## src/rfs_cfg.svh

```systemverilog
// Constants for the receive frame status block: offsets, fields, limits.
//
// Operation
// - Flag frames longer than 1518 bytes in bit 7; 1522 with VLAN enabled.
// - Too-long flag valid only on last descriptor; frame is abandoned at 2560 bytes.
// - Bit 6 flags a collision seen after the collision window.
// - Bit 5 set when length/type is 1536 or more, else clear.
// - Frame-type flag carries no meaning for runts under 14 bytes.
// - Bit 4 flags watchdog expiry for frames beyond 2048, up to 2560 bytes.
// - Bit 3 flags receive error asserted anywhere during reception.
// - Bit 2 flags dribbling bits: 4 in nibble mode, 3 or more serial.
// - Dribble flag is invalid whenever late collision is flagged.
// - Bit 1 flags a bad check sequence, and also any receive error.
// - CRC flag invalid for runts, collisions and watchdog timeouts.
// - Bit 0 is reserved, written as zero and ignored on reads.
// - Only the DMA side writes status flags; the host only reads them.
// - Bit 15 is OR of CRC, collision, too-long, runt, descriptor errors.
// - Bit 8 marks the last descriptor; qualified flags valid only then.
`ifndef RFS_CFG_SVH
`define RFS_CFG_SVH

`define RFS_REG_IRQ_STAT   4'h0
`define RFS_REG_IRQ_MASK   4'h4
`define RFS_REG_CTRL       4'h8
`define RFS_REG_LAST_WORD  4'hC

`define RFS_IRQ_DONE       0
`define RFS_IRQ_ERR        1
`define RFS_IRQ_WDOG       2
`define RFS_CTRL_VLAN      0
`define RFS_CTRL_SERIAL    1

`define RFS_BIT_SM         15
`define RFS_BIT_DE         14
`define RFS_BIT_RF         11
`define RFS_BIT_LD         8
`define RFS_BIT_OV         7
`define RFS_BIT_CS         6
`define RFS_BIT_ET         5
`define RFS_BIT_RW         4
`define RFS_BIT_RE         3
`define RFS_BIT_DR         2
`define RFS_BIT_CE         1
`define RFS_BIT_RSVD       0

`define RFS_LEN_MAX        12'h5EE
`define RFS_LEN_MAX_VLAN   12'h5F2
`define RFS_LEN_WINDOW     12'h040
`define RFS_LEN_HDR        12'h00E
`define RFS_LEN_TYPE_POS   12'h00C
`define RFS_LEN_WDOG       12'h800
`define RFS_LEN_CUT        12'hA00
`define RFS_CNT_SAT        12'hFFF
`define RFS_ETHERTYPE_MIN  16'h0600
`define RFS_SFD_NIBBLE     4'hD
`define RFS_DRIB_MII       3'h4
`define RFS_DRIB_SERIAL    3'h3

`define RFS_CRC_INIT       32'hFFFFFFFF
`define RFS_CRC_POLY       32'hEDB88320
`define RFS_CRC_RESIDUE    32'hDEBB20E3

`endif

```

## src/rfs_pkg.sv

```systemverilog
// Types shared by the receive frame status block.
package rfs_pkg;

    typedef enum logic [2:0] {
        RFS_IDLE,
        RFS_HUNT,
        RFS_RECV,
        RFS_FIN,
        RFS_DONE
    } rfs_state_e;

    typedef struct packed {
        logic       dv_m;
        logic       dv_s;
        logic       er_m;
        logic       er_s;
        logic       col_m;
        logic       col_s;
        logic       rxc_m;
        logic       rxc_s;
        logic       rxc_d;
        logic [3:0] rxd_m;
        logic [3:0] rxd_s;
        rfs_state_e state;
        logic       prev_bit;
        logic [2:0] phase;
        logic [7:0] sr;
        logic       start;
        logic       byte_vld;
        logic [7:0] byte_dat;
        logic [15:0] len_type;
        logic       late_col;
        logic       mii_err;
        logic [15:0] fin_word;
        logic       frame_rdy;
        logic       close_pend;
        logic       pend_err;
        logic [15:0] status_word;
        logic       status_wr;
        logic [2:0] irq_stat;
        logic [2:0] irq_mask;
        logic       vlan_en;
        logic       serial_mode;
        logic [31:0] rdata;
        logic       irq;
    } rfs_core_s;

    typedef struct packed {
        logic [31:0] crc;
    } rfs_crc_s;

    typedef struct packed {
        logic [11:0] cnt;
    } rfs_cnt_s;

endpackage : rfs_pkg

```

## src/rfs_if.sv

```systemverilog
// Byte stream and frame classification signals between the block's modules.
`timescale 1ns/1ps
interface rfs_if;
    logic        start;
    logic        byte_vld;
    logic [7:0]  byte_dat;
    logic        vlan_en;
    logic        crc_ok;
    logic [11:0] byte_cnt;
    logic        past_window;
    logic        runt;
    logic        over_max;
    logic        wdog_exp;
    logic        cut;

    modport core (output start, byte_vld, byte_dat, vlan_en,
                  input  crc_ok, byte_cnt, past_window, runt, over_max,
                         wdog_exp, cut);
    modport crc  (input  start, byte_vld, byte_dat, output crc_ok);
    modport cnt  (input  start, byte_vld, vlan_en,
                  output byte_cnt, past_window, runt, over_max, wdog_exp,
                         cut);
endinterface : rfs_if

```

## src/rfs_top.sv

```systemverilog
// Receive frame classifier forming the low status of the descriptor word.
`timescale 1ns/1ps
`include "rfs_cfg.svh"
module rfs_top (
    input  wire logic        clk_sys,
    input  wire logic        reset_n,
    input  wire logic        mii_rx_clk,
    input  wire logic        mii_rx_dv,
    input  wire logic        mii_rx_er,
    input  wire logic [3:0]  mii_rxd,
    input  wire logic        mii_col,
    input  wire logic        dma_close,
    input  wire logic        dma_close_last,
    input  wire logic        dma_desc_err,
    output logic             status_wr,
    output logic [15:0]      rx_desc_status_word,
    input  wire logic [3:0]  reg_addr,
    input  wire logic [31:0] reg_wdata,
    input  wire logic        reg_we,
    input  wire logic        reg_re,
    output logic [31:0]      reg_rdata,
    output logic             irq
);
    rfs_pkg::rfs_core_s st_r;
    rfs_pkg::rfs_core_s st_nxt;
    rfs_if              link ();

    // ------------------------------------------------------------------
    // Sub-blocks
    // ------------------------------------------------------------------
    rfs_crc u_crc (
        .clk_sys (clk_sys),
        .reset_n (reset_n),
        .link    (link)
    );

    rfs_cnt u_cnt (
        .clk_sys (clk_sys),
        .reset_n (reset_n),
        .link    (link)
    );

    assign link.start    = st_r.start;
    assign link.byte_vld = st_r.byte_vld;
    assign link.byte_dat = st_r.byte_dat;
    assign link.vlan_en  = st_r.vlan_en;

    // ------------------------------------------------------------------
    // Next-state logic
    // ------------------------------------------------------------------
    logic        rx_edge;
    logic [7:0]  sr_in;
    logic [2:0]  phase_in;
    logic        ft_flag;
    logic        db_flag;
    logic        ce_flag;
    logic [15:0] word;
    logic        es_flag;
    logic [2:0]  irq_set;
    logic [2:0]  irq_clr;

    always_comb begin
        st_nxt   = st_r;
        rx_edge  = st_r.rxc_s & ~st_r.rxc_d;
        sr_in    = 8'h00;
        phase_in = 3'h0;
        ft_flag  = 1'b0;
        db_flag  = 1'b0;
        ce_flag  = 1'b0;
        word     = 16'h0000;
        es_flag  = 1'b0;
        irq_set  = 3'h0;
        irq_clr  = 3'h0;

        // Pins are asynchronous to clk_sys; only the second stage is used, plus a third stage of the link clock for edge detection.
        st_nxt.dv_m  = mii_rx_dv;
        st_nxt.dv_s  = st_r.dv_m;
        st_nxt.er_m  = mii_rx_er;
        st_nxt.er_s  = st_r.er_m;
        st_nxt.col_m = mii_col;
        st_nxt.col_s = st_r.col_m;
        st_nxt.rxc_m = mii_rx_clk;
        st_nxt.rxc_s = st_r.rxc_m;
        st_nxt.rxc_d = st_r.rxc_s;
        st_nxt.rxd_m = mii_rxd;
        st_nxt.rxd_s = st_r.rxd_m;

        st_nxt.start     = 1'b0;
        st_nxt.byte_vld  = 1'b0;
        st_nxt.status_wr = 1'b0;
        st_nxt.rdata     = 32'h00000000;

        // Serial mode brings one bit per link clock, LSB first; nibble
        // mode brings the low nibble of each byte first.
        if (st_r.serial_mode) begin
            sr_in    = {st_r.rxd_s[0], st_r.sr[7:1]};
            phase_in = st_r.phase + 3'h1;
        end else begin
            sr_in    = {st_r.rxd_s, st_r.sr[7:4]};
            phase_in = st_r.phase + 3'h4;
        end

        // The length/type field is captured as it streams past.
        if (st_r.byte_vld && link.byte_cnt == `RFS_LEN_TYPE_POS) begin
            st_nxt.len_type[15:8] = st_r.byte_dat;
        end
        if (st_r.byte_vld &&
            link.byte_cnt == `RFS_LEN_TYPE_POS + 12'h001) begin
            st_nxt.len_type[7:0] = st_r.byte_dat;
        end

        // --------------------------------------------------------------
        // Frame reception
        // --------------------------------------------------------------
        case (st_r.state)
            rfs_pkg::RFS_IDLE: begin
                if (st_r.dv_s) begin
                    st_nxt.state    = rfs_pkg::RFS_HUNT;
                    st_nxt.prev_bit = 1'b0;
                end
            end
            rfs_pkg::RFS_HUNT: begin
                if (rx_edge) begin
                    st_nxt.prev_bit = st_r.rxd_s[0];
                    if (!st_r.dv_s) begin
                        st_nxt.state = rfs_pkg::RFS_IDLE;
                    end else if (st_r.serial_mode ?
                                 (st_r.prev_bit & st_r.rxd_s[0]) :
                                 (st_r.rxd_s == `RFS_SFD_NIBBLE)) begin
                        st_nxt.state    = rfs_pkg::RFS_RECV;
                        st_nxt.start    = 1'b1;
                        st_nxt.phase    = 3'h0;
                        st_nxt.sr       = 8'h00;
                        st_nxt.len_type = 16'h0000;
                        st_nxt.late_col = 1'b0;
                        st_nxt.mii_err  = 1'b0;
                    end
                end
            end
            rfs_pkg::RFS_RECV: begin
                if (rx_edge) begin
                    if (!st_r.dv_s) begin
                        st_nxt.state = rfs_pkg::RFS_FIN;
                    end else begin
                        st_nxt.sr    = sr_in;
                        st_nxt.phase = phase_in;
                        if (phase_in == 3'h0) begin
                            st_nxt.byte_vld = 1'b1;
                            st_nxt.byte_dat = sr_in;
                        end
                        if (st_r.er_s) begin
                            st_nxt.mii_err = 1'b1;
                        end
                        if (st_r.col_s && link.past_window) begin
                            st_nxt.late_col = 1'b1;
                        end
                    end
                end
                // Past the watchdog cut-off the receiver abandons the frame.
                if (link.cut) begin
                    st_nxt.state = rfs_pkg::RFS_FIN;
                end
            end
            rfs_pkg::RFS_FIN: begin
                // One cycle lets the CRC register absorb the last byte.
                st_nxt.state = rfs_pkg::RFS_DONE;
            end
            rfs_pkg::RFS_DONE: begin
                st_nxt.state = rfs_pkg::RFS_IDLE;
            end
            default: begin
                st_nxt.state = rfs_pkg::RFS_IDLE;
            end
        endcase

        // --------------------------------------------------------------
        // Frame status capture at the end of the frame
        // --------------------------------------------------------------
        if (st_r.state == rfs_pkg::RFS_DONE) begin
            // Runts shorter than the header report a plain zero type.
            ft_flag = (link.byte_cnt >= `RFS_LEN_HDR) &&
                      (st_r.len_type >= `RFS_ETHERTYPE_MIN);
            db_flag = !st_r.late_col &&
                      (st_r.serial_mode ?
                       (st_r.phase >= `RFS_DRIB_SERIAL) :
                       (st_r.phase == `RFS_DRIB_MII));
            ce_flag = !link.crc_ok || st_r.mii_err;
            st_nxt.fin_word                = 16'h0000;
            st_nxt.fin_word[`RFS_BIT_OV]   = link.over_max;
            st_nxt.fin_word[`RFS_BIT_CS]   = st_r.late_col;
            st_nxt.fin_word[`RFS_BIT_ET]   = ft_flag;
            st_nxt.fin_word[`RFS_BIT_RW]   = link.wdog_exp;
            st_nxt.fin_word[`RFS_BIT_RE]   = st_r.mii_err;
            st_nxt.fin_word[`RFS_BIT_DR]   = db_flag;
            st_nxt.fin_word[`RFS_BIT_CE]   = ce_flag;
            st_nxt.fin_word[`RFS_BIT_RF]   = link.runt;
            st_nxt.fin_word[`RFS_BIT_RSVD] = 1'b0;
            st_nxt.frame_rdy               = 1'b1;
            irq_set[`RFS_IRQ_DONE]         = 1'b1;
            irq_set[`RFS_IRQ_WDOG]         = link.wdog_exp;
        end

        // --------------------------------------------------------------
        // Descriptor close from the DMA side
        // --------------------------------------------------------------
        if (dma_close) begin
            if (!dma_close_last) begin
                // Flags mean nothing outside the last descriptor.
                st_nxt.status_word = 16'h0000;
                st_nxt.status_wr   = 1'b1;
            end else begin
                st_nxt.close_pend = 1'b1;
                st_nxt.pend_err   = dma_desc_err;
            end
        end

        // A newer frame overwrites an unclaimed status; the DMA side is
        // expected to close each frame before the next one ends.
        if (st_nxt.close_pend && st_nxt.frame_rdy) begin
            word                = st_nxt.fin_word;
            word[`RFS_BIT_DE]   = st_nxt.pend_err;
            word[`RFS_BIT_LD]   = 1'b1;
            es_flag             = word[`RFS_BIT_CE] | word[`RFS_BIT_CS] |
                                  word[`RFS_BIT_OV] | word[`RFS_BIT_RF] |
                                  word[`RFS_BIT_DE];
            word[`RFS_BIT_SM]   = es_flag;
            st_nxt.status_word  = word;
            st_nxt.status_wr    = 1'b1;
            st_nxt.close_pend   = 1'b0;
            st_nxt.frame_rdy    = 1'b0;
            irq_set[`RFS_IRQ_ERR] = es_flag;
        end

        // --------------------------------------------------------------
        // Register port
        // --------------------------------------------------------------
        if (reg_we) begin
            case (reg_addr)
                `RFS_REG_IRQ_STAT: irq_clr = reg_wdata[2:0];
                `RFS_REG_IRQ_MASK: st_nxt.irq_mask = reg_wdata[2:0];
                `RFS_REG_CTRL: begin
                    st_nxt.vlan_en     = reg_wdata[`RFS_CTRL_VLAN];
                    st_nxt.serial_mode = reg_wdata[`RFS_CTRL_SERIAL];
                end
                default: begin
                end
            endcase
        end
        if (reg_re) begin
            case (reg_addr)
                `RFS_REG_IRQ_STAT:  st_nxt.rdata = {29'h0, st_r.irq_stat};
                `RFS_REG_IRQ_MASK:  st_nxt.rdata = {29'h0, st_r.irq_mask};
                `RFS_REG_CTRL:      st_nxt.rdata = {30'h0, st_r.serial_mode,
                                                    st_r.vlan_en};
                `RFS_REG_LAST_WORD: st_nxt.rdata = {16'h0000,
                                                    st_r.status_word};
                default:            st_nxt.rdata = 32'h00000000;
            endcase
        end

        // A new event wins over a clear written in the same cycle.
        st_nxt.irq_stat = (st_r.irq_stat & ~irq_clr) | irq_set;
        st_nxt.irq      = |(st_nxt.irq_stat & st_nxt.irq_mask);
    end

    // ------------------------------------------------------------------
    // State register
    // ------------------------------------------------------------------
    always_ff @(posedge clk_sys) begin
        if (!reset_n) begin
            st_r       <= '0;
            st_r.state <= rfs_pkg::RFS_IDLE;
        end else begin
            st_r <= st_nxt;
        end
    end

    assign status_wr           = st_r.status_wr;
    assign rx_desc_status_word = st_r.status_word;
    assign reg_rdata           = st_r.rdata;
    assign irq                 = st_r.irq;
endmodule : rfs_top

```

## src/rfs_crc.sv

```systemverilog
// Running CRC-32 over the received bytes, check sequence included.
`timescale 1ns/1ps
`include "rfs_cfg.svh"
module rfs_crc (
    input  wire logic clk_sys,
    input  wire logic reset_n,
    rfs_if.crc        link
);
    rfs_pkg::rfs_crc_s st_r;
    rfs_pkg::rfs_crc_s st_nxt;

    function automatic logic [31:0] rfs_crc_byte(input logic [31:0] c,
                                                 input logic [7:0]  d);
        logic [31:0] r;
        r = c ^ {24'h000000, d};
        for (int i = 0; i < 8; i++) begin
            r = r[0] ? ((r >> 1) ^ `RFS_CRC_POLY) : (r >> 1);
        end
        return r;
    endfunction : rfs_crc_byte

    always_comb begin
        st_nxt = st_r;
        if (link.start) begin
            st_nxt.crc = `RFS_CRC_INIT;
        end else if (link.byte_vld) begin
            st_nxt.crc = rfs_crc_byte(st_r.crc, link.byte_dat);
        end
    end

    always_ff @(posedge clk_sys) begin
        if (!reset_n) begin
            st_r.crc <= `RFS_CRC_INIT;
        end else begin
            st_r <= st_nxt;
        end
    end

    // Running over data plus check sequence leaves a fixed residue.
    assign link.crc_ok = (st_r.crc == `RFS_CRC_RESIDUE);
endmodule : rfs_crc

```

## src/rfs_cnt.sv

```systemverilog
// Byte counter of the current frame and its length thresholds.
`timescale 1ns/1ps
`include "rfs_cfg.svh"
module rfs_cnt (
    input  wire logic clk_sys,
    input  wire logic reset_n,
    rfs_if.cnt        link
);
    rfs_pkg::rfs_cnt_s st_r;
    rfs_pkg::rfs_cnt_s st_nxt;

    always_comb begin
        st_nxt = st_r;
        if (link.start) begin
            st_nxt.cnt = 12'h000;
        end else if (link.byte_vld && st_r.cnt != `RFS_CNT_SAT) begin
            st_nxt.cnt = st_r.cnt + 12'h001;
        end
    end

    always_ff @(posedge clk_sys) begin
        if (!reset_n) begin
            st_r.cnt <= 12'h000;
        end else begin
            st_r <= st_nxt;
        end
    end

    assign link.byte_cnt    = st_r.cnt;
    assign link.past_window = (st_r.cnt >= `RFS_LEN_WINDOW);
    assign link.runt        = (st_r.cnt < `RFS_LEN_WINDOW);
    assign link.over_max    = link.vlan_en ?
                              (st_r.cnt > `RFS_LEN_MAX_VLAN) :
                              (st_r.cnt > `RFS_LEN_MAX);
    assign link.wdog_exp    = (st_r.cnt > `RFS_LEN_WDOG);
    assign link.cut         = (st_r.cnt >= `RFS_LEN_CUT);
endmodule : rfs_cnt

```

## config.mk

```make
export PLATFORM = sky130hd
export DESIGN_NAME = rfs_top
export DESIGN_NICKNAME = d
export VERILOG_FILES = /design/src/rfs_pkg.sv /design/src/rfs_if.sv /design/src/rfs_top.sv /design/src/rfs_crc.sv /design/src/rfs_cnt.sv
export VERILOG_INCLUDE_DIRS = /design/src
export SDC_FILE = /design/constraint.sdc
export NUM_CORES = 1
export LEC_CHECK = 0
export BUFFER_PORTS_ARGS = -buffer_cell sky130_fd_sc_hd__buf_2
export CAP_MARGIN = 20
export CORE_MARGIN = 4
export CORE_UTILIZATION = 40
export DETAILED_ROUTE_END_ITERATION = 16
export PLACE_DENSITY = 0.67
export SETUP_SLACK_MARGIN = 0.5
export SYNTH_ARGS = -nofsm -noshare
export SYNTH_HDL_FRONTEND = slang
export SYNTH_HIERARCHICAL = 1
export SYNTH_SLANG_ARGS = --single-unit
```

## constraint.sdc

```tcl
create_clock -name clk_sys -period 2.8 [get_ports clk_sys]
set_input_delay 0.56 -clock clk_sys [delete_from_list [all_inputs] [get_ports clk_sys]]
set_output_delay 0.56 -clock clk_sys [all_outputs]
set_load 0.02 [all_outputs]
```

## Word-level counts from Yosys, hierarchy flattened

Index checks and enable logic that the tools add are counted.

| storage, ports and cells | value |
|---|---|
| flip-flop bits (word level) | 178 |
| bits of input ports | 51 |
| word-level logic and storage cells | 176 |

| operators by class | value |
|---|---|
| add/subtract/negate cells | 3 |
| order comparisons | 9 |
| eq/ne operators | 25 |
| mux-type cells | 53 |
| bitwise operators | 21 |
| reductions and logical operators | 30 |

Operator list:

| cell | number |
|---|---|
| 2-to-1 mux 32 bit | 8 |
| NOT 13 -> 14 bit | 8 |
| case mux 16 bit (4 select lines) | 1 |
| 2-to-1 mux 18 bit | 3 |
| 2-to-1 mux 17 bit | 2 |
| == test 32 bit, second input constant | 1 |
| 2-to-1 mux 16 bit | 2 |
| bitwise XOR 32 x 8 -> 32 bit | 1 |
| 2-to-1 mux 3 bit | 9 |
| == test 12 x 4 -> 1 bit, second input constant | 2 |
| > comparator 12 x 11 -> 1 bit, second input constant | 2 |
| 2-to-1 mux 12 bit | 2 |
| 2-to-1 mux 8 bit | 3 |
| 2-to-1 mux 11 bit | 2 |
| case mux 11 bit (2 select lines) | 1 |
| 2-to-1 mux 19 bit | 1 |
| >= comparator 16 x 11 -> 1 bit, second input constant | 1 |
| != test 2 bit, second input constant | 8 |
| 2-to-1 mux 15 bit | 1 |
| AND reduction 7 bit | 2 |
| adder 12 x 1 -> 12 bit, second input constant | 1 |
| == test 4 bit, second input constant | 3 |
| >= comparator 12 bit, second input constant | 1 |
| >= comparator 12 x 4 -> 1 bit, second input constant | 1 |
| 40 further kinds | 75 |

## Longest topological paths before layout

Gate-level depths: netlist (run 1).

| depth | value |
|---|---|
| depth after elaboration | 17 |
| depth in mapped cells | 9 |
| depth with buffers taken out | 8 |

## Modules after synthesis

Netlist (run 1), hierarchy kept.

By module, submodules not included:

| module | times used | cells an instance | area an instance (µm²) |
|---|---|---|---|
| rfs_top | 1 | 455 | 4393.0 |
| rfs_crc | 1 | 210 | 1981.9 |
| rfs_cnt | 1 | 100 | 785.8 |

## Worst setup path before layout (run 1)

OpenSTA, ideal clock, no wires.

| timing | value |
|---|---|
| kind | input-to-reg |
| start | in reg_addr[1] |
| end | reg st_r, in the netlist irq |
| data arrival time | 1.979 ns |
| path slack | 0.726 ns |
| stages on the path | 6 |
| path buffers | 1 |
| path through | or3b_1 or3b_1 clkbuf_1 mux2i_1 a311o_1 o311ai_1 |

| between the ends | value |
|---|---|
| cells in the longest elaborated chain, start to end | 8 |
| elaborated cells on any way between the ends | 11 |
| classes of those cells | 1 x eq/ne; 4 x mux; 4 x bitwise; 2 x reduce/logical |

RTL lines:

| element | line | text |
|---|---|---|
| from (decl) | rfs_top.sv:17 | `input wire logic [3:0] reg_addr,` |
| logical NOT 4 bit | rfs_top.sv:238 | `case (reg_addr)` |
| 2-to-1 mux 3 bit | rfs_top.sv:238 |  |
| 2-to-1 mux 3 bit | rfs_top.sv:237 | `if (reg_we) begin` |
| NOT 3 bit | rfs_top.sv:262 | `st_nxt.irq_stat = (st_r.irq_stat & ~irq_clr) \| irq_set;` |
| AND 3 bit | rfs_top.sv:262 |  |
| bitwise OR 3 bit | rfs_top.sv:262 |  |
| AND 3 bit * | rfs_top.sv:263 | `st_nxt.irq = \|(st_nxt.irq_stat & st_nxt.irq_mask);` |
| OR reduction 3 bit * | rfs_top.sv:263 |  |
| to (signal assigned) | rfs_top.sv:274 | `st_r <= st_nxt;` |
| to (decl) | rfs_top.sv:24 | `rfs_pkg::rfs_core_s st_r;` |

Every way passes the cells marked *; elsewhere a longest branch is shown, timed or not.
A chain may end at the register's enable or synchronous reset.

## Worst setup path in the final report (run 1)

| timing | value |
|---|---|
| start | reg u_crc/st_r[28] (netlist bit) |
| end | reg st_r, in the netlist irq |

| between the ends | value |
|---|---|
| cells in the longest elaborated chain, start to end | 12 |

RTL lines:

| element | line | text |
|---|---|---|
| from (decl) | rfs_crc.sv:9 | `rfs_pkg::rfs_crc_s st_r;` |
| from (signal assigned) | rfs_crc.sv:35 | `st_r <= st_nxt;` |
| == test 32 bit (no line) | n/a |  |
| via link.crc_ok | rfs_if.sv:8 | `logic crc_ok;` |
| logical NOT 1 bit | rfs_top.sv:187 | `ce_flag = !link.crc_ok \|\| st_r.mii_err;` |
| logical OR 1 bit | rfs_top.sv:187 |  |
| 2-to-1 mux 15 bit | rfs_top.sv:179 | `if (st_r.state == rfs_pkg::RFS_DONE) begin` |
| bitwise OR 1 bit (4 in series) | rfs_top.sv:223 | `` es_flag = word[`RFS_BIT_CE] \| word[`RFS_BIT_CS] \| `` |
| 2-to-1 mux 1 bit | rfs_top.sv:219 | `if (st_nxt.close_pend && st_nxt.frame_rdy) begin` |
| bitwise OR 3 bit | rfs_top.sv:262 |  |
| AND 3 bit | rfs_top.sv:263 |  |
| OR reduction 3 bit | rfs_top.sv:263 |  |

The timed path passes the listed nets, and every way through them passes these cells.

==> results of run 1 <==
## cell families after synthesis
group	after synthesis	synth area share (%)
fa+ha+maj	5	0.8737
xor+xnor	75	11.51
simple gates	279	20.71
compound gates	121	11.18
flops	152	42.50
buf+inv	98	7.950
mux	34	5.225
other cells	1	0.05237
## metal layers
| layer | vias up | share of wire (%) | track usage [%] |
|---|---|---|---|
| met2 | 81 | 47 | 23.56 |
| met3 | 20 | 3.4 | 3.236 |
| met5 | - | 0 | 0 |
| met1 | 2403 | 48 | 20.49 |
| li1 | 2619 | - | - |
| met4 | 0 | 1.7 | 5.101 |
## final cells by class
type | instances | area [um2] | area share, %
tap | 225 | 281.5 | 3.526
clock inverter | 15 | 136.4 | 1.708
clock buffer | 17 | 425.4 | 5.328
timing repair buffer | 73 | 410.4 | 5.140
inverter | 12 | 45.04 | 0.5642
multi-input combinational | 530 | 3641 | 45.60
sequential | 152 | 3044 | 38.13
## stage by stage
step	hold WS (ns)	area, um2	cells	utilization, %
3_5_place_dp	0.4185	7387	992	42.41
5_1_grt	0.3398	7984	1024	45.84
2_1_floorplan	0.4119	7217	780	-
3_3_place_gp	0.4153	7387	992	42.41
4_1_cts	0.3214	7965	1024	45.73
6_report	0.3422	7984	1024	45.84
## how the worst max path moves through the flow
stage	from	to	slack [ns]	cells past startpoint
floorplan	reg_addr[1]	irq$_SDFF_PN0_	0.73	6
global placement	u_crc/st_r[0]$_SDFFE_PP1P_	irq$_SDFF_PN0_	0.28	8
detailed placement	u_crc/st_r[0]$_SDFFE_PP1P_	irq$_SDFF_PN0_	0.35	8
CTS	u_crc/st_r[28]$_SDFFE_PP1P_	irq$_SDFF_PN0_	0.53	8
global route	u_crc/st_r[28]$_SDFFE_PP1P_	irq$_SDFF_PN0_	0.47	8
finish	u_crc/st_r[28]$_SDFFE_PP1P_	irq$_SDFF_PN0_	0.59	8
## state kept, by name, summed over array words and instances, names as in the netlist
signal	flops
link.byte_dat	8
link.vlan_en	1
status_wr	1
st_r	54
u_crc/st_r	32
link.byte_vld	1
u_cnt/link.byte_cnt	12
rx_desc_status_word	16
irq	1
link.start	1
st_nxt	9
reg_rdata	16
## power groups by stage
stage               clock network, W  registers, W  logic [W]
global placement                   0       0.00223   0.000126
floorplan                          0       0.00223   0.000103
global route                 0.00233       0.00219   0.000140
CTS                          0.00222       0.00218   0.000126
finish                       0.00217       0.00219   0.000126
detailed placement                 0       0.00223   0.000125
## cell usage in the layout, fill, tap and decap left out, types with 21 or more instances in the layout
cell / count
dfxtp_1: 151
nand2_1: 67
nor2_1: 65
buf_2: 55
xnor2_1: 45
o21ai_0: 36
and2_1: 33
a21oi_1: 26
mux2i_1: 25
nand3_1: 21
==> impl_metrics.ini, run 1 <==
[power_and_ir_drop]
ir_worst_vdd_v = 0.0003707
switching_power_w = 0.001090
power_frac_comb_pct = 2.8
p_clk_share_pct = 48.5
seqPwrFrac_pct = 48.7
power.density_nw_per_um2 = 561.5
finalPower_w = 0.004483
internal-power_w = 0.003393
sw_frac_of_total_pct = 24.32
p_leak_nw = 3.221

[clock_tree]
cts_buffers = 17
cts_setup_buffers = 0
cts_resized = 3
clkLatencyLatePin_ns = 0.42
cts_tree = done
clkSlewWorstSetupHoldPaths_ns = 0.07
cts_root_buffer = clkbuf_16
clock_sinks = 152
ctsHoldBuffers = 0
htree_levels = 4
clock_path_buffers = 2

[yosys]
ys_ff_latch = 152
ys_types = 73
yosysMostFrequentCell = dfxtp_1
ys_warn_count = 6
async_reset_ff_share_pct = 0
synth_top_flop_cell = dfxtp_1
synth_largest_area_cell = dfxtp_1
synthesis.area_um2 = 7161
synth_top_area_share_pct = 42.50
synthTopCellsByCount = 152 x dfxtp_1, 67 x nand2_1, 65 x nor2_1
synth_edf_count = 0
seq_area_frac_synth_pct = 42.50
syn_avg_cell_area_um2 = 9.360
synthTopCellsByArea = dfxtp_1 42%, xnor2_1 5.5%, buf_4 5.1%
netlist_instances = 765

[worst_setup_path]
slowest_delay_ns = 0.46
crit_buf_inv = 1
crit_path_cell_trace = nand4_1, or4_1, nor4_4, buf_4, nor2b_1, nand4_1, a32oi_2, o311ai_1
cp_top_family = simple AND/OR/NAND/NOR gates
critPathSlowestCell = or4_1
timing.rr.start = u_crc/st_r[28]$_SDFFE_PP1P_
critPathMostFrequentCell = nand4_1
crit_fanout = 3
cp.arrival_ns = 2.51
required_ns = 3.10
crit_path_start_kind = flop
criticalPathCategory = flop to flop
r2r_cells = 8
reg2reg_to = irq$_SDFF_PN0_
regToRegSetupSlack_ns = 0.59
worstSetupEndpointType = flop

[floorplanning]
start_util_pct = 41.11
die-height_um = 141.8
io-pin-count = 101
die_area_um2 = 20110
num_rows = 48
core_region_area_um2 = 17420
die_w_um = 141.8

[layout]
antenna_cells = 0
area_delta_synth_final_pct = 11.50
n_fill_cell = 1647
nets = 842
drive_above_1_share_pct = 19.02

[worst_hold_path]
hold_path_class = input port to flop
hold_depth = 2
hold_end = st_nxt[133]$_SDFF_PN0_
min_from = mii_rx_er

[routing]
antenna_left = 0
dr.pass1.iters = 4
vias_per_cell = 5.003
routed_wl_um = 14440
drtIter0Drc = 318
wire_per_inst_um = 14.10
dr_total_vias = 5123
drcViolationCount = 0

[sta]
skew_ns = 0.007439
tns_ns = 0
finalHoldViolCount = 0
max_freq_mhz = 452.2
drv_slew = 0
period_share_pct = 78.98
relSlewSlack_pct = 57.59
fin_ws_ns = 0.5887
period_minus_slack_ns = 2.211
rsz0062_at_grt = yes
setup_viol = 0
worst_pin_slew_ns = 0.6338

[grt]
antenna_found_initial = 0
grt_max_degree = 31
grt_pass1_wl_um = 24530
overflow = 0
grt_pass1_vias = 4876
grt_util_all_layers_pct = 15.00

[placement]
place_ws_ns = 0.3483
place.port_buffers = 55
hpwl_um = 10280
routabilityCongestion = 0.8207

[outcome]
outcome = finished, final reports clean

[run]
max-cap-violations = 0
(Power assumes the default switching activity.)
==> run 2: changes to the inputs <==
Clock period 2.8 ns to 2.2 ns, I/O delays scaled along.
==> run 2 against run 1 <==
Net effect:
- combinational power up 40%
- sequential share of layout area down 4.0 points
- register-to-register slack worse by 0.40 ns
- largest cell class unchanged
- sequential power up 26%
- worst hold slack worse by 0.13 ns
- critical endpoint unchanged
- clock-buffer cell count unchanged
==> impl_metrics.ini, run 2 (synthesized netlist as in run 1, its figures left out) <==
[layout]
fin_area_um2 = 9054
nets = 906
final_cell_mix = 127 x dfxtp_1, 67 x nand2_1, 62 x nor2_1
largest_register = st_r
final_common_cell = dfxtp_1
antenna_cells = 0
largest_reg_flops = 54
area_delta_synth_final_pct = 26.44
drive_above_1_share_pct = 32.91
top_regs = st_r x54, u_crc/st_r x32

[placement]
placed_area_um2 = 7724
hpwl_um = 11230
place.port_buffers = 55
place_ws_ns = 0.06228
routabilityCongestion = 0.8533

[clock_tree]
cts_root_buffer = clkbuf_16
cts_tree = done
clkSlewWorstSetupHoldPaths_ns = 0.07
clock_sinks = 152
clkLatencyLatePin_ns = 0.43
cts_buffers = 17
clock_path_buffers = 2
htree_levels = 4

[grt]
grt_pass1_wl_um = 26670
antenna_found_initial = 0
grt_max_degree = 33
grt_util_all_layers_pct = 16.49
grt_pass1_vias = 5027
overflow = 0

[worst_setup_path]
required_ns = 2.50
slowest_delay_ns = 0.39
critPathSlowestCell = dfxtp_1
criticalPathCategory = flop to flop
worstSetupEndpointType = flop
cp.arrival_ns = 2.31
crit_path_cell_trace = nor4b_4, nand4_1, nor4_4, buf_4, nor2b_4, nand4_1, a32oi_2, o311ai_1
cp_top_family = simple AND/OR/NAND/NOR gates
crit_buf_inv = 1
crit_fanout = 3
critPathMostFrequentCell = nand4_1
crit_path_start_kind = flop

[power_and_ir_drop]
ir_worst_vdd_v = 0.0005178
finalPower_w = 0.005732
p_leak_nw = 3.668
power.density_nw_per_um2 = 633.1

[floorplanning]
num_rows = 48
start_util_pct = 41.11
die-height_um = 141.8
die_area_um2 = 20110
io-pin-count = 101
die_w_um = 141.8
core_region_area_um2 = 17420

[routing]
dr_total_vias = 5555
dr.pass1.iters = 5
vias_per_cell = 5.106
drcViolationCount = 0
wire_per_inst_um = 15.71
routed_wl_um = 17090
antenna_left = 0
drtIter0Drc = 384

[run]
max-cap-violations = 0

[sta]
fin_ws_ns = 0.1928
setup_viol = 0
tns_ns = 0
worst_pin_slew_ns = 0.5018
max_freq_mhz = 498.2
rsz0062_at_grt = yes
skew_ns = 0.009374
fin_hold_ws_ns = 0.2131
finalHoldViolCount = 0
relSlewSlack_pct = 66.29
period_share_pct = 91.23
drv_slew = 0
period_minus_slack_ns = 2.007

[outcome]
outcome = finished, final reports clean

[worst_hold_path]
hold_path_class = input port to flop
[run 2: cell types whose count changed in the layout (fill, tap and decap cells not counted), sizes merged]
cell / before / now
buf: 73 / 136
clkinv: 4 / 5
clkinvlp: 1 / 0
or3: 3 / 4
[run 2: stage by stage]
step,cells,util [%]
after global routing,1088,51.98
after floorplan,780,-
after global placement,1023,44.35
after detailed placement,1023,44.35
final,1088,51.98
after CTS,1074,49.88
[run 2: layout make-up]
class | instances | area, um2
clock buffer | 17 | 425.4
clock inverter | 15 | 132.6
fill | 1531 | 8363
inverter | 12 | 45.04
multi-input combinational | 531 | 4099
sequential | 152 | 3087
tap | 225 | 281.5
timing repair buffer | 136 | 983.4
[run 2: path summary, 6_finish.rpt]
path	cells past startpoint	slack [ns]	startpoint	end
max	8	0.19	u_crc/st_r[31]$_SDFFE_PP1P_	irq$_SDFF_PN0_
min	2	0.21	mii_rx_er	st_nxt[133]$_SDFF_PN0_
max reg2reg	8	0.19	u_crc/st_r[31]$_SDFFE_PP1P_	irq$_SDFF_PN0_
min reg2reg	1	0.43	st_nxt[121]$_SDFF_PN0_	st_r[121]$_SDFF_PN0_
[run 2: per-layer routing]
metal | GRT usage (%) | vias to the layer above | wire length, um
met2 | 25.39 | 113 | 8171
met3 | 3.472 | 31 | 601
met5 | 0 | - | 0
met4 | 5.758 | 0 | 365
li1 | - | 2748 | -
met1 | 22.96 | 2663 | 7949
[run 2: where the power goes]
group / internal [W] / total, W / leakage, nW / switching (W)
clock network: 0.00149 / 0.00278 / 0.282 / 0.00129
registers: 0.00276 / 0.00277 / 1.23 / 0.00000895
logic: 0.0000581 / 0.000176 / 2.15 / 0.000118
total: 0.00432 / 0.00573 / 3.67 / 0.00142
[run 2: what timing repair did]
item                       in CTS  in global routing
hold buffers                    0                  0
buffers inserted               18                 14
pin swaps                      25                 31
setup endpoints to repair      58                 61
resized for setup              58                 47
gates cloned                    1                  0
